===== config.mk =====
export PLATFORM = sky130hd
export DESIGN_NAME = bdm_data_memory
export DESIGN_NICKNAME = d
export VERILOG_FILES = /design/src/logic/bdm_pkg.sv /design/src/logic/bdm_data_memory.sv
export SDC_FILE = /design/constraint.sdc
export NUM_CORES = 2
export LEC_CHECK = 0
export ABC_AREA = 1
export BUFFER_PORTS_ARGS = -buffer_cell sky130_fd_sc_hd__buf_4
export CORE_MARGIN = 10
export CORE_UTILIZATION = 55
export DETAILED_ROUTE_END_ITERATION = 10
export PLACE_DENSITY_LB_ADDON = 0.1
export SLEW_MARGIN = 30
export SYNTH_ARGS = -nofsm -noshare
export SYNTH_HDL_FRONTEND = slang
export SYNTH_SLANG_ARGS = --single-unit

===== constraint.sdc =====
create_clock -name ref_clk_in -period 18.6 [get_ports ref_clk_in]
set_clock_uncertainty 0.1 [all_clocks]
set_input_delay 2.79 -clock ref_clk_in [delete_from_list [all_inputs] [get_ports ref_clk_in]]
set_output_delay 2.79 -clock ref_clk_in [all_outputs]
set_load 0.02 [all_outputs]

===== src/logic/bdm_pkg.sv =====
// package of constants for the banked data memory
package bdm_pkg;
  // ----------------------------------------------------------------------
  // apb register offsets (byte addresses)
  // ----------------------------------------------------------------------
  localparam logic [11:0] BDM_APB_CMD = 12'h000; // command word
  localparam logic [11:0] BDM_APB_RDATA = 12'h004; // last read result
  localparam logic [11:0] BDM_APB_MP0 = 12'h008; // pointer 0 view
  localparam logic [11:0] BDM_APB_MP1 = 12'h00c; // pointer 1 view
  localparam logic [11:0] BDM_APB_CFG = 12'h010; // bank select
  // ----------------------------------------------------------------------
  // command word fields
  // ----------------------------------------------------------------------
  localparam int BDM_CMD_DATA_LSB = 0;
  localparam int BDM_CMD_ADDR_LSB = 8;
  localparam int BDM_CMD_BIT_LSB = 16;
  localparam int BDM_CMD_OP_LSB = 20;
  // ----------------------------------------------------------------------
  // data memory map
  // ----------------------------------------------------------------------
  localparam logic [7:0] BDM_ADDR_PORT0 = 8'h00;
  localparam logic [7:0] BDM_ADDR_MP0 = 8'h01;
  localparam logic [7:0] BDM_ADDR_PORT1 = 8'h02;
  localparam logic [7:0] BDM_ADDR_MP1 = 8'h03;
  localparam logic [7:0] BDM_ADDR_RO = 8'h08; // read-only special location
  localparam logic [7:0] BDM_SFR_END = 8'h29; // first reserved location
  localparam logic [7:0] BDM_GP_START = 8'h40; // general storage start
  localparam logic [7:0] BDM_ZERO = 8'h00;
  localparam logic [7:0] BDM_BIT7 = 8'h80;
  localparam int BDM_PROT_BIT = 7; // dedicated bit, no bit ops in the special area
  localparam logic [1:0] BDM_SIZE_64 = 2'h0;
  localparam logic [1:0] BDM_SIZE_96 = 2'h1;
  localparam logic [1:0] BDM_SIZE_128 = 2'h2;
  // operation codes
  typedef enum logic [2:0] {
    BDM_OP_NONE = 3'h0, BDM_OP_READ = 3'h1, BDM_OP_WRITE = 3'h2, BDM_OP_SET = 3'h3, BDM_OP_CLR = 3'h4
  } bdm_op_type;
endpackage : bdm_pkg

===== src/logic/bdm_data_memory.sv =====
// banked byte data memory with indirect access, apb command front end
`timescale 1ns/1ns
module bdm_data_memory
  import bdm_pkg::*;
#(
  parameter logic [1:0] SIZE_SEL = BDM_SIZE_128
) (
  // clock and reset
  input wire logic ref_clk_in,
  input wire logic rst_n_in,
  // apb slave
  input wire logic psel_in,
  input wire logic penable_in,
  input wire logic pwrite_in,
  input wire logic [11:0] paddr_in,
  input wire logic [31:0] pwdata_in,
  output logic [31:0] prdata_out,
  output logic pready_out,
  output logic pslverr_out
);

  // ----------------------------------------------------------------------
  // storage
  // ----------------------------------------------------------------------
  // both banks are sized for the largest variant; smaller variants leave the top unused
  localparam int DEPTH = 128;
  logic [7:0] gp_mem [0:DEPTH-1]; // bank 0 storage
  logic [7:0] gp_mem1 [0:DEPTH-1]; // bank 1 storage
  logic [7:0] mp0;
  logic [7:0] mp1;
  logic [7:0] rdata;
  logic bank_sel;

  // capacity limit from variant
  function automatic logic [7:0] top_addr(input logic [1:0] sz);
    case (sz)
      BDM_SIZE_64: top_addr = 8'h40;
      BDM_SIZE_96: top_addr = 8'h60;
      default: top_addr = 8'h80;
    endcase
  endfunction : top_addr

  // pointer read view, bit 7 forced on smallest variant
  function automatic logic [7:0] ptr_view(input logic [7:0] p);
    ptr_view = (SIZE_SEL == BDM_SIZE_64) ? (p | BDM_BIT7) : p;
  endfunction : ptr_view

  // is an address backed by a storage byte
  function automatic logic is_store(input logic [7:0] a);
    is_store = (a < top_addr(SIZE_SEL)) && (a >= BDM_GP_START || (a > BDM_ADDR_MP1 && a < BDM_SFR_END));
  endfunction : is_store

  // ----------------------------------------------------------------------
  // apb decode
  // ----------------------------------------------------------------------
  logic acc;
  logic cmd_wr;
  bdm_op_type op;
  logic [7:0] d_addr;
  logic [7:0] d_data;
  logic [2:0] d_bit;
  // act only at the ready edge, so a stalled access phase never repeats a command
  assign acc = psel_in && penable_in && pready_out;
  assign cmd_wr = acc && pwrite_in && paddr_in == BDM_APB_CMD;
  assign op = bdm_op_type'(pwdata_in[BDM_CMD_OP_LSB +: 3]);
  assign d_addr = pwdata_in[BDM_CMD_ADDR_LSB +: 8] & 8'h7f;
  assign d_data = pwdata_in[BDM_CMD_DATA_LSB +: 8];
  assign d_bit = pwdata_in[BDM_CMD_BIT_LSB +: 3];

  // resolve port accesses through pointers
  // pointer bit 7 never reaches the address, so both pointers see the same seven-bit space
  logic [7:0] eff_addr;
  logic eff_bank;
  logic eff_null;
  always_comb begin
    eff_addr = d_addr;
    eff_bank = 1'b0; // direct goes to bank 0
    eff_null = 1'b0;
    if (d_addr == BDM_ADDR_PORT0) begin
      eff_addr = mp0 & 8'h7f;
      eff_null = eff_addr == BDM_ADDR_PORT0 || eff_addr == BDM_ADDR_PORT1;
    end else if (d_addr == BDM_ADDR_PORT1) begin
      eff_addr = mp1 & 8'h7f;
      eff_bank = bank_sel;
      eff_null = eff_addr == BDM_ADDR_PORT0 || eff_addr == BDM_ADDR_PORT1;
    end
  end

  // shared special area, banked general area
  logic use_b1;
  assign use_b1 = eff_bank && eff_addr >= BDM_GP_START;

  // current byte at the effective location
  logic [7:0] cur;
  always_comb begin
    cur = BDM_ZERO;
    if (eff_null) cur = BDM_ZERO;
    else if (eff_addr == BDM_ADDR_MP0) cur = ptr_view(mp0);
    else if (eff_addr == BDM_ADDR_MP1) cur = ptr_view(mp1);
    else if (is_store(eff_addr)) cur = use_b1 ? gp_mem1[eff_addr[6:0]] : gp_mem[eff_addr[6:0]];
  end

  // modified byte for write and bit ops
  logic [7:0] nval;
  logic do_wr;
  always_comb begin
    nval = cur;
    do_wr = cmd_wr && !eff_null && eff_addr != BDM_ADDR_RO;
    case (op)
      BDM_OP_WRITE: nval = d_data;
      BDM_OP_SET: nval = cur | (8'h01 << d_bit);
      BDM_OP_CLR: nval = cur & ~(8'h01 << d_bit);
      default: do_wr = 1'b0;
    endcase
    // dedicated bit of special area is excluded from bit ops
    if ((op == BDM_OP_SET || op == BDM_OP_CLR) && eff_addr < BDM_GP_START && d_bit == 3'(BDM_PROT_BIT))
      do_wr = 1'b0;
  end

  // ----------------------------------------------------------------------
  // state updates
  // ----------------------------------------------------------------------
  // pointers, cleared by reset
  // a pointer aimed at itself through its port is written like any other location
  always_ff @(posedge ref_clk_in or negedge rst_n_in) begin
    if (!rst_n_in) begin
      mp0 <= BDM_ZERO;
      mp1 <= BDM_ZERO;
    end else if (do_wr && eff_addr == BDM_ADDR_MP0) begin
      mp0 <= nval;
    end else if (do_wr && eff_addr == BDM_ADDR_MP1) begin
      mp1 <= nval;
    end
  end

  // byte storage; no reset so it maps to ram
  // special bytes always live in bank 0 storage, which keeps them common to both banks
  always_ff @(posedge ref_clk_in) begin
    if (do_wr && is_store(eff_addr)) begin
      if (use_b1) gp_mem1[eff_addr[6:0]] <= nval;
      else gp_mem[eff_addr[6:0]] <= nval;
    end
  end

  // read result and bank select
  always_ff @(posedge ref_clk_in or negedge rst_n_in) begin
    if (!rst_n_in) begin
      rdata <= BDM_ZERO;
      bank_sel <= 1'b0;
    end else begin
      if (cmd_wr && op == BDM_OP_READ) rdata <= cur;
      if (acc && pwrite_in && paddr_in == BDM_APB_CFG) bank_sel <= pwdata_in[0];
    end
  end

  // apb answer: one wait state, reads registered
  // error and data only travel with the ready pulse, both zero otherwise
  always_ff @(posedge ref_clk_in or negedge rst_n_in) begin
    if (!rst_n_in) begin
      pready_out <= 1'b0;
      prdata_out <= 32'h0000_0000;
      pslverr_out <= 1'b0;
    end else begin
      pready_out <= psel_in && penable_in && !pready_out;
      pslverr_out <= 1'b0;
      prdata_out <= 32'h0000_0000;
      if (psel_in && penable_in && !pready_out && !pwrite_in) begin
        case (paddr_in)
          BDM_APB_RDATA: prdata_out <= {24'h000000, rdata};
          BDM_APB_MP0: prdata_out <= {24'h000000, ptr_view(mp0)};
          BDM_APB_MP1: prdata_out <= {24'h000000, ptr_view(mp1)};
          BDM_APB_CFG: prdata_out <= {31'h00000000, bank_sel};
          BDM_APB_CMD: prdata_out <= 32'h0000_0000;
          default: pslverr_out <= 1'b1;
        endcase
      end else if (psel_in && penable_in && !pready_out) begin
        pslverr_out <= !(paddr_in == BDM_APB_CMD || paddr_in == BDM_APB_CFG);
      end
    end
  end

  // ----------------------------------------------------------------------
  // checks
  // ----------------------------------------------------------------------
  // last stored byte, kept one clock so a check can read it back
  logic chk_wr_seen;
  logic chk_wr_bank;
  logic [6:0] chk_wr_idx;
  logic [7:0] chk_wr_val;
  always_ff @(posedge ref_clk_in or negedge rst_n_in) begin
    if (!rst_n_in) begin
      chk_wr_seen <= 1'b0;
      chk_wr_bank <= 1'b0;
      chk_wr_idx <= 7'h00;
      chk_wr_val <= BDM_ZERO;
    end else begin
      chk_wr_seen <= do_wr && is_store(eff_addr);
      chk_wr_bank <= use_b1;
      chk_wr_idx <= eff_addr[6:0];
      chk_wr_val <= nval;
    end
  end
  // byte now held at the last written slot
  logic [7:0] chk_rd_back;
  assign chk_rd_back = chk_wr_bank ? gp_mem1[chk_wr_idx] : gp_mem[chk_wr_idx];

  // reset and pointer registers
  a_ptr_reset_zero: assert property (@(posedge ref_clk_in)
    $rose(rst_n_in) |-> mp0 == BDM_ZERO && mp1 == BDM_ZERO && !bank_sel)
    else $error("pointers not cleared by reset");
  a_ptr_bit7_one: assert property (@(posedge ref_clk_in) disable iff (!rst_n_in)
    SIZE_SEL == BDM_SIZE_64 |-> (ptr_view(mp0) & ptr_view(mp1) & BDM_BIT7) == BDM_BIT7)
    else $error("pointer bit 7 not read as one");
  a_ptr_write: assert property (@(posedge ref_clk_in) disable iff (!rst_n_in)
    cmd_wr && op == BDM_OP_WRITE && d_addr == BDM_ADDR_MP0 |=> mp0 == $past(d_data))
    else $error("pointer 0 write lost");
  a_mp1_write: assert property (@(posedge ref_clk_in) disable iff (!rst_n_in)
    cmd_wr && op == BDM_OP_WRITE && d_addr == BDM_ADDR_MP1 |=> mp1 == $past(d_data))
    else $error("pointer 1 write lost");
  a_ptr_hold: assert property (@(posedge ref_clk_in) disable iff (!rst_n_in)
    !(do_wr && eff_addr == BDM_ADDR_MP0) |=> $stable(mp0))
    else $error("pointer 0 changed without a write");

  // indirect path and banks
  a_null_no_write: assert property (@(posedge ref_clk_in) disable iff (!rst_n_in)
    eff_null |-> !do_wr)
    else $error("write through self-aimed pointer");
  a_null_reads_zero: assert property (@(posedge ref_clk_in) disable iff (!rst_n_in)
    cmd_wr && op == BDM_OP_READ && eff_null |=> rdata == BDM_ZERO)
    else $error("self-aimed pointer read not zero");
  a_port_not_stored: assert property (@(posedge ref_clk_in) disable iff (!rst_n_in)
    do_wr |-> eff_addr != BDM_ADDR_PORT0 && eff_addr != BDM_ADDR_PORT1)
    else $error("port location itself written");
  a_port1_redirect: assert property (@(posedge ref_clk_in) disable iff (!rst_n_in)
    cmd_wr && d_addr == BDM_ADDR_PORT1 |-> eff_addr == (mp1 & ~BDM_BIT7))
    else $error("port 1 not redirected through pointer 1");
  a_mp0_bank0: assert property (@(posedge ref_clk_in) disable iff (!rst_n_in)
    d_addr != BDM_ADDR_PORT1 |-> !eff_bank)
    else $error("bank 1 reached without pointer 1");
  a_mp0_low_bank: assert property (@(posedge ref_clk_in) disable iff (!rst_n_in)
    d_addr == BDM_ADDR_PORT0 |-> !use_b1)
    else $error("pointer 0 reached bank 1");
  a_bank_sel_hold: assert property (@(posedge ref_clk_in) disable iff (!rst_n_in)
    !(acc && pwrite_in && paddr_in == BDM_APB_CFG) |=> $stable(bank_sel))
    else $error("bank select changed without a write");

  // storage, gaps and bit operations
  a_ro_kept: assert property (@(posedge ref_clk_in) disable iff (!rst_n_in)
    eff_addr == BDM_ADDR_RO |-> !do_wr)
    else $error("read-only location written");
  a_gap_zero: assert property (@(posedge ref_clk_in) disable iff (!rst_n_in)
    !eff_null && eff_addr >= BDM_SFR_END && eff_addr < BDM_GP_START |-> cur == BDM_ZERO)
    else $error("reserved gap not zero");
  a_beyond_top: assert property (@(posedge ref_clk_in) disable iff (!rst_n_in)
    !eff_null && eff_addr >= top_addr(SIZE_SEL) |-> cur == BDM_ZERO)
    else $error("location above capacity not zero");
  a_bit7_guard: assert property (@(posedge ref_clk_in) disable iff (!rst_n_in)
    cmd_wr && (op == BDM_OP_SET || op == BDM_OP_CLR) && eff_addr < BDM_GP_START
    && d_bit == 3'(BDM_PROT_BIT) |-> !do_wr)
    else $error("dedicated bit changed by a bit operation");
  a_gp_free: assert property (@(posedge ref_clk_in) disable iff (!rst_n_in)
    cmd_wr && op == BDM_OP_WRITE && !eff_null && eff_addr >= BDM_GP_START
    && eff_addr < top_addr(SIZE_SEL) |-> do_wr)
    else $error("general storage write refused");
  a_wr_lands: assert property (@(posedge ref_clk_in) disable iff (!rst_n_in)
    chk_wr_seen |-> chk_rd_back == chk_wr_val)
    else $error("stored byte not found after write");
  a_read_capture: assert property (@(posedge ref_clk_in) disable iff (!rst_n_in)
    cmd_wr && op == BDM_OP_READ |=> rdata == $past(cur))
    else $error("read result not taken in one clock");

  // bus answer: a single ready pulse, data and error only with it
  a_apb_ready: assert property (@(posedge ref_clk_in) disable iff (!rst_n_in)
    psel_in && penable_in && !pready_out |=> pready_out)
    else $error("apb answer late");
  a_ready_pulse: assert property (@(posedge ref_clk_in) disable iff (!rst_n_in)
    pready_out |=> !pready_out)
    else $error("ready held longer than one clock");
  a_idle_rdata: assert property (@(posedge ref_clk_in) disable iff (!rst_n_in)
    !pready_out |-> prdata_out == 32'h0000_0000)
    else $error("read data shown without ready");
  a_slverr_ready: assert property (@(posedge ref_clk_in) disable iff (!rst_n_in)
    pslverr_out |-> pready_out)
    else $error("error shown without ready");

  // main scenarios, to see that the bench reaches them
  c_indirect_wr: cover property (@(posedge ref_clk_in) cmd_wr && d_addr == BDM_ADDR_PORT1 && do_wr);
  c_bit_set: cover property (@(posedge ref_clk_in) cmd_wr && op == BDM_OP_SET && do_wr);
  c_bank1: cover property (@(posedge ref_clk_in) do_wr && use_b1);
  c_null_port: cover property (@(posedge ref_clk_in) cmd_wr && eff_null);
  c_bank1_read: cover property (@(posedge ref_clk_in) cmd_wr && op == BDM_OP_READ && use_b1);
endmodule : bdm_data_memory


==> reports/metrics.csv <==
stage,metric,value,unit
run_status,outcome,"finished, final reports clean",
cts,Clock Latency Late Sink,0.83,ns
setup_path,worst setup path endpoint,gp_mem1[61][5],
route,Avg Vias per Cell,5.44,
route,drt wl/cell,20.6,um
cts,clock-pin slew on the worst setup and hold paths,0.06,ns
cts,clock root buffer,clkbuf_16,
global_route,largest net degree at the start of global routing,200,
global_route,vias in the first global route,53200,
placement,IO buf count,47,
finish,share of cells above drive strength 1,7.62,%
floorplanning,height of the die,409,um
power,Reg power frac,52.8,%
setup_path,R2R Path Start,mp1[0],
cts,Post-CTS Hold Buffers,0,
placement,post-DP HPWL,121000,um
setup_path,cell repeated most along the worst path,nand2_1,
job,max cap viols,0,
global_route,M3 GR Usage,5.50,%
setup_path,worst path arrival time,10.95,ns
power,Max VDD drop,0.0000970,V
power,Int Power,7590,uW
logic_synthesis,commonest cells in the synthesized netlist,"2,737 x nand2_1, 1,920 x edfxtp_1, 790 x nand3_1",
cts,H-tree lvl count,4,
timing,FMAX,94.8,MHz
logic_synthesis,area share of the largest cell type after synthesis,69.4,%
timing,relative slew slack,30.6,%
route,drt drc,0,
route,via count,56600,
timing,Hold Slack,0.383,ns
floorplanning,core area,150000,um2
global_route,initial antenna violation count,1,
cts,CTS sink cnt,1955,
finish,Final nets,8280,
power,Comb power frac,9.1,%
setup_path,"Slowest-stage cell, CP",buf_4,
timing,period utilisation layout,56.7,%
timing,Max Slew Vio Count,0,
power,pwr dens,106,nW/um2
setup_path,CP Max Fanout,151,
setup_path,Max stage delay on crit path,0.80,ns
cts,clk buf depth,3,
placement,RD Place Congestion,0.902,
timing,Final min period,10.55,ns
floorplanning,die area,167000,um2
route,first-pass detailed-route iteration total,8,
global_route,grt met1 use,35.0,%
logic_synthesis,"Avg Cell Area, Syn",10.9,um2
timing,RSZ-0062 raised after global routing,false,
worst_hold_path,HP Class,register to register,
setup_path,Crit path required time,19.00,ns
cts,setup bufs post-CTS,0,
setup_path,Worst R2R Setup Slack,9.97,ns
cts,CTS tree,built,
cts,CTS buffer count,198,
setup_path,Crit path max-delay family,buffers and inverters,
logic_synthesis,dominant synthesized flop cell,edfxtp_1,
power,clock power share,38.1,%
setup_path,CP endpoint kind,register,
logic_synthesis,Synth Register Bits,1955,
power,total net switching power,2410,uW
setup_path,crit path from,pwdata_in[10],
floorplanning,Initial Utilization,55.4,%
logic_synthesis,Async SR Flop Fraction,1.79,%
logic_synthesis,"EDFF count, synth",1920,
logic_synthesis,cells taking the most area after synthesis,"edfxtp_1 69%, nand2_1 12%, nand3_1 4.8%",
global_route,global-route wire length before repair,324000,um
setup_path,nature of the critical path startpoint,input port,
power,P_leak,0.0374,uW
setup_path,Levels on crit path,30,
finish,Layout area overhead,13.4,%
finish,ant diodes,0,
route,"wirelength, routed",215000,um
setup_path,WS Path Type,input port to register,
global_route,GRT busiest layer,met2,
floorplanning,I/O pins,83,
floorplanning,Die Wd,409,um
logic_synthesis,Mapped Cells,7609,
global_route,met2 usage,39.2,%
cts,post-cts sizing count,0,
logic_synthesis,top-count cell post-synth,nand2_1,
timing,Worst-Margin Slew,1.04,ns
setup_path,WP buf/inv,8,
global_route,GRT Residual Overflow,0,
timing,endpoints failing hold,0,
route,remaining antenna violation count after routing,0,
logic_synthesis,synthesized cell area,83100,um2
timing,count of final setup violators,0,
route,DRT iter0 DRCs,6045,
floorplanning,# rows,142,
global_route,All-Layer GR Usage,25.2,%
logic_synthesis,cell accounting for the most synthesized area,edfxtp_1,
logic_synthesis,Netlist cell types,40,
setup_path,r2r endpoint,gp_mem1[61][5],
logic_synthesis,sequential fraction of the synthesis area,70.4,%
power,Net Sw Frac,24.1,%
logic_synthesis,Syn. warnings,0,
setup_path,r2r worst-path depth,26,
timing,Final TNS setup,0,ns
-- layer usage --
metal | routed length, um | part of all wire (%)
met1 | 88200 | 41
met5 | 9 | 0.0042
met2 | 97400 | 45
met4 | 8340 | 3.9
met3 | 20700 | 9.7
-- cells in the final DEF, fill, tap and decap left out, types with 17 or more instances in the layout --
cell	Yosys	final
inv_1	511	509
nand3b_1	61	61
o21ai_0	372	372
nand4_1	110	110
nor3_2	0	58
clkbuf_16	0	203
dfrtp_1	35	35
nor2_1	230	228
nand3_1	790	788
conb_1	1	632
nand2_1	2737	2728
inv_2	19	20
a21oi_1	17	17
edfxtp_1	1920	1920
nor3_1	179	121
o21ai_1	76	76
clkbuf_1	151	60
buf_4	88	244
clkinv_1	8	49
clkinv_2	0	29
-- how the worst min path moves through the flow --
stage	start	to	slack (ns)	cells past startpoint
final	mp1[5]	mp1[5]	0.38	2
after global routing	rdata[3]	rdata[3]	0.40	2
after global placement	rdata[2]	rdata[2]	0.37	2
after floorplan	mp1[0]	mp1[0]	0.35	2
after detailed placement	mp1[5]	mp1[5]	0.37	2
after CTS	mp1[5]	mp1[5]	0.38	2
-- layout make-up --
class | count | area (um2)
clock buffers | 265 | 5330
clock inverters | 94 | 806
fillers | 12100 | 55700
inverters | 539 | 2060
multi-input cells | 5277 | 22800
flip-flops and latches | 1955 | 58500
well taps | 2016 | 2520
repair buffers | 260 | 2130
-- power groups by stage --
stage	Combinational, uW	Clock (uW)	Sequential, uW
6_report	906	3810	5280
5_1_grt	997	4040	5300
4_1_cts	895	3860	5290
3_5_place_dp	892	0	5380
3_3_place_gp	866	0	5370
2_1_floorplan	537	0	5440
-- registers in the layout, summed over array words and instances, names as in the netlist --
register / cells
bank_sel: 1
pready_out: 1
gp_mem1: 896
gp_mem: 1024
rdata: 8
mp0: 8
prdata_out: 8
pslverr_out: 1
mp1: 8
-- cells by family (layout without fill, tap and decap cells) --
family	Yosys count	in the layout	share of synthesized area (%)
AND/OR/NAND/NOR	4143	4143	20.9
flip-flops	1955	1955	70.4
buffers and inverters	1008	1158	5.53
AO/OA/AOI/OAI	502	502	3.12
other	1	632	0.00451
-- tightest hold or removal path: cells and delay by family (launching register included) --
| kind | cells | cell delay (ns) |
|---|---|---|
| AND/OR/NAND/NOR | 2 | 0.12 |
| flip-flops | 1 | 0.34 |
-- through the flow --
step / worst slack (ns) / instance area (um2) / cells / power [uW] / utilization, %
after floorplan: 9.76 / 85500 / 8240 / 5970 / -
after global placement: 7.10 / 87600 / 10000 / 6240 / 58.4
after detailed placement: 7.31 / 88000 / 10000 / 6270 / 58.7
after CTS: 8.17 / 94100 / 10400 / 10000 / 62.8
after global routing: 7.38 / 94200 / 10400 / 10300 / 62.8
final: 8.05 / 94200 / 10400 / 10000 / 62.8
Note: power is estimated with default switching activity, not from simulation.
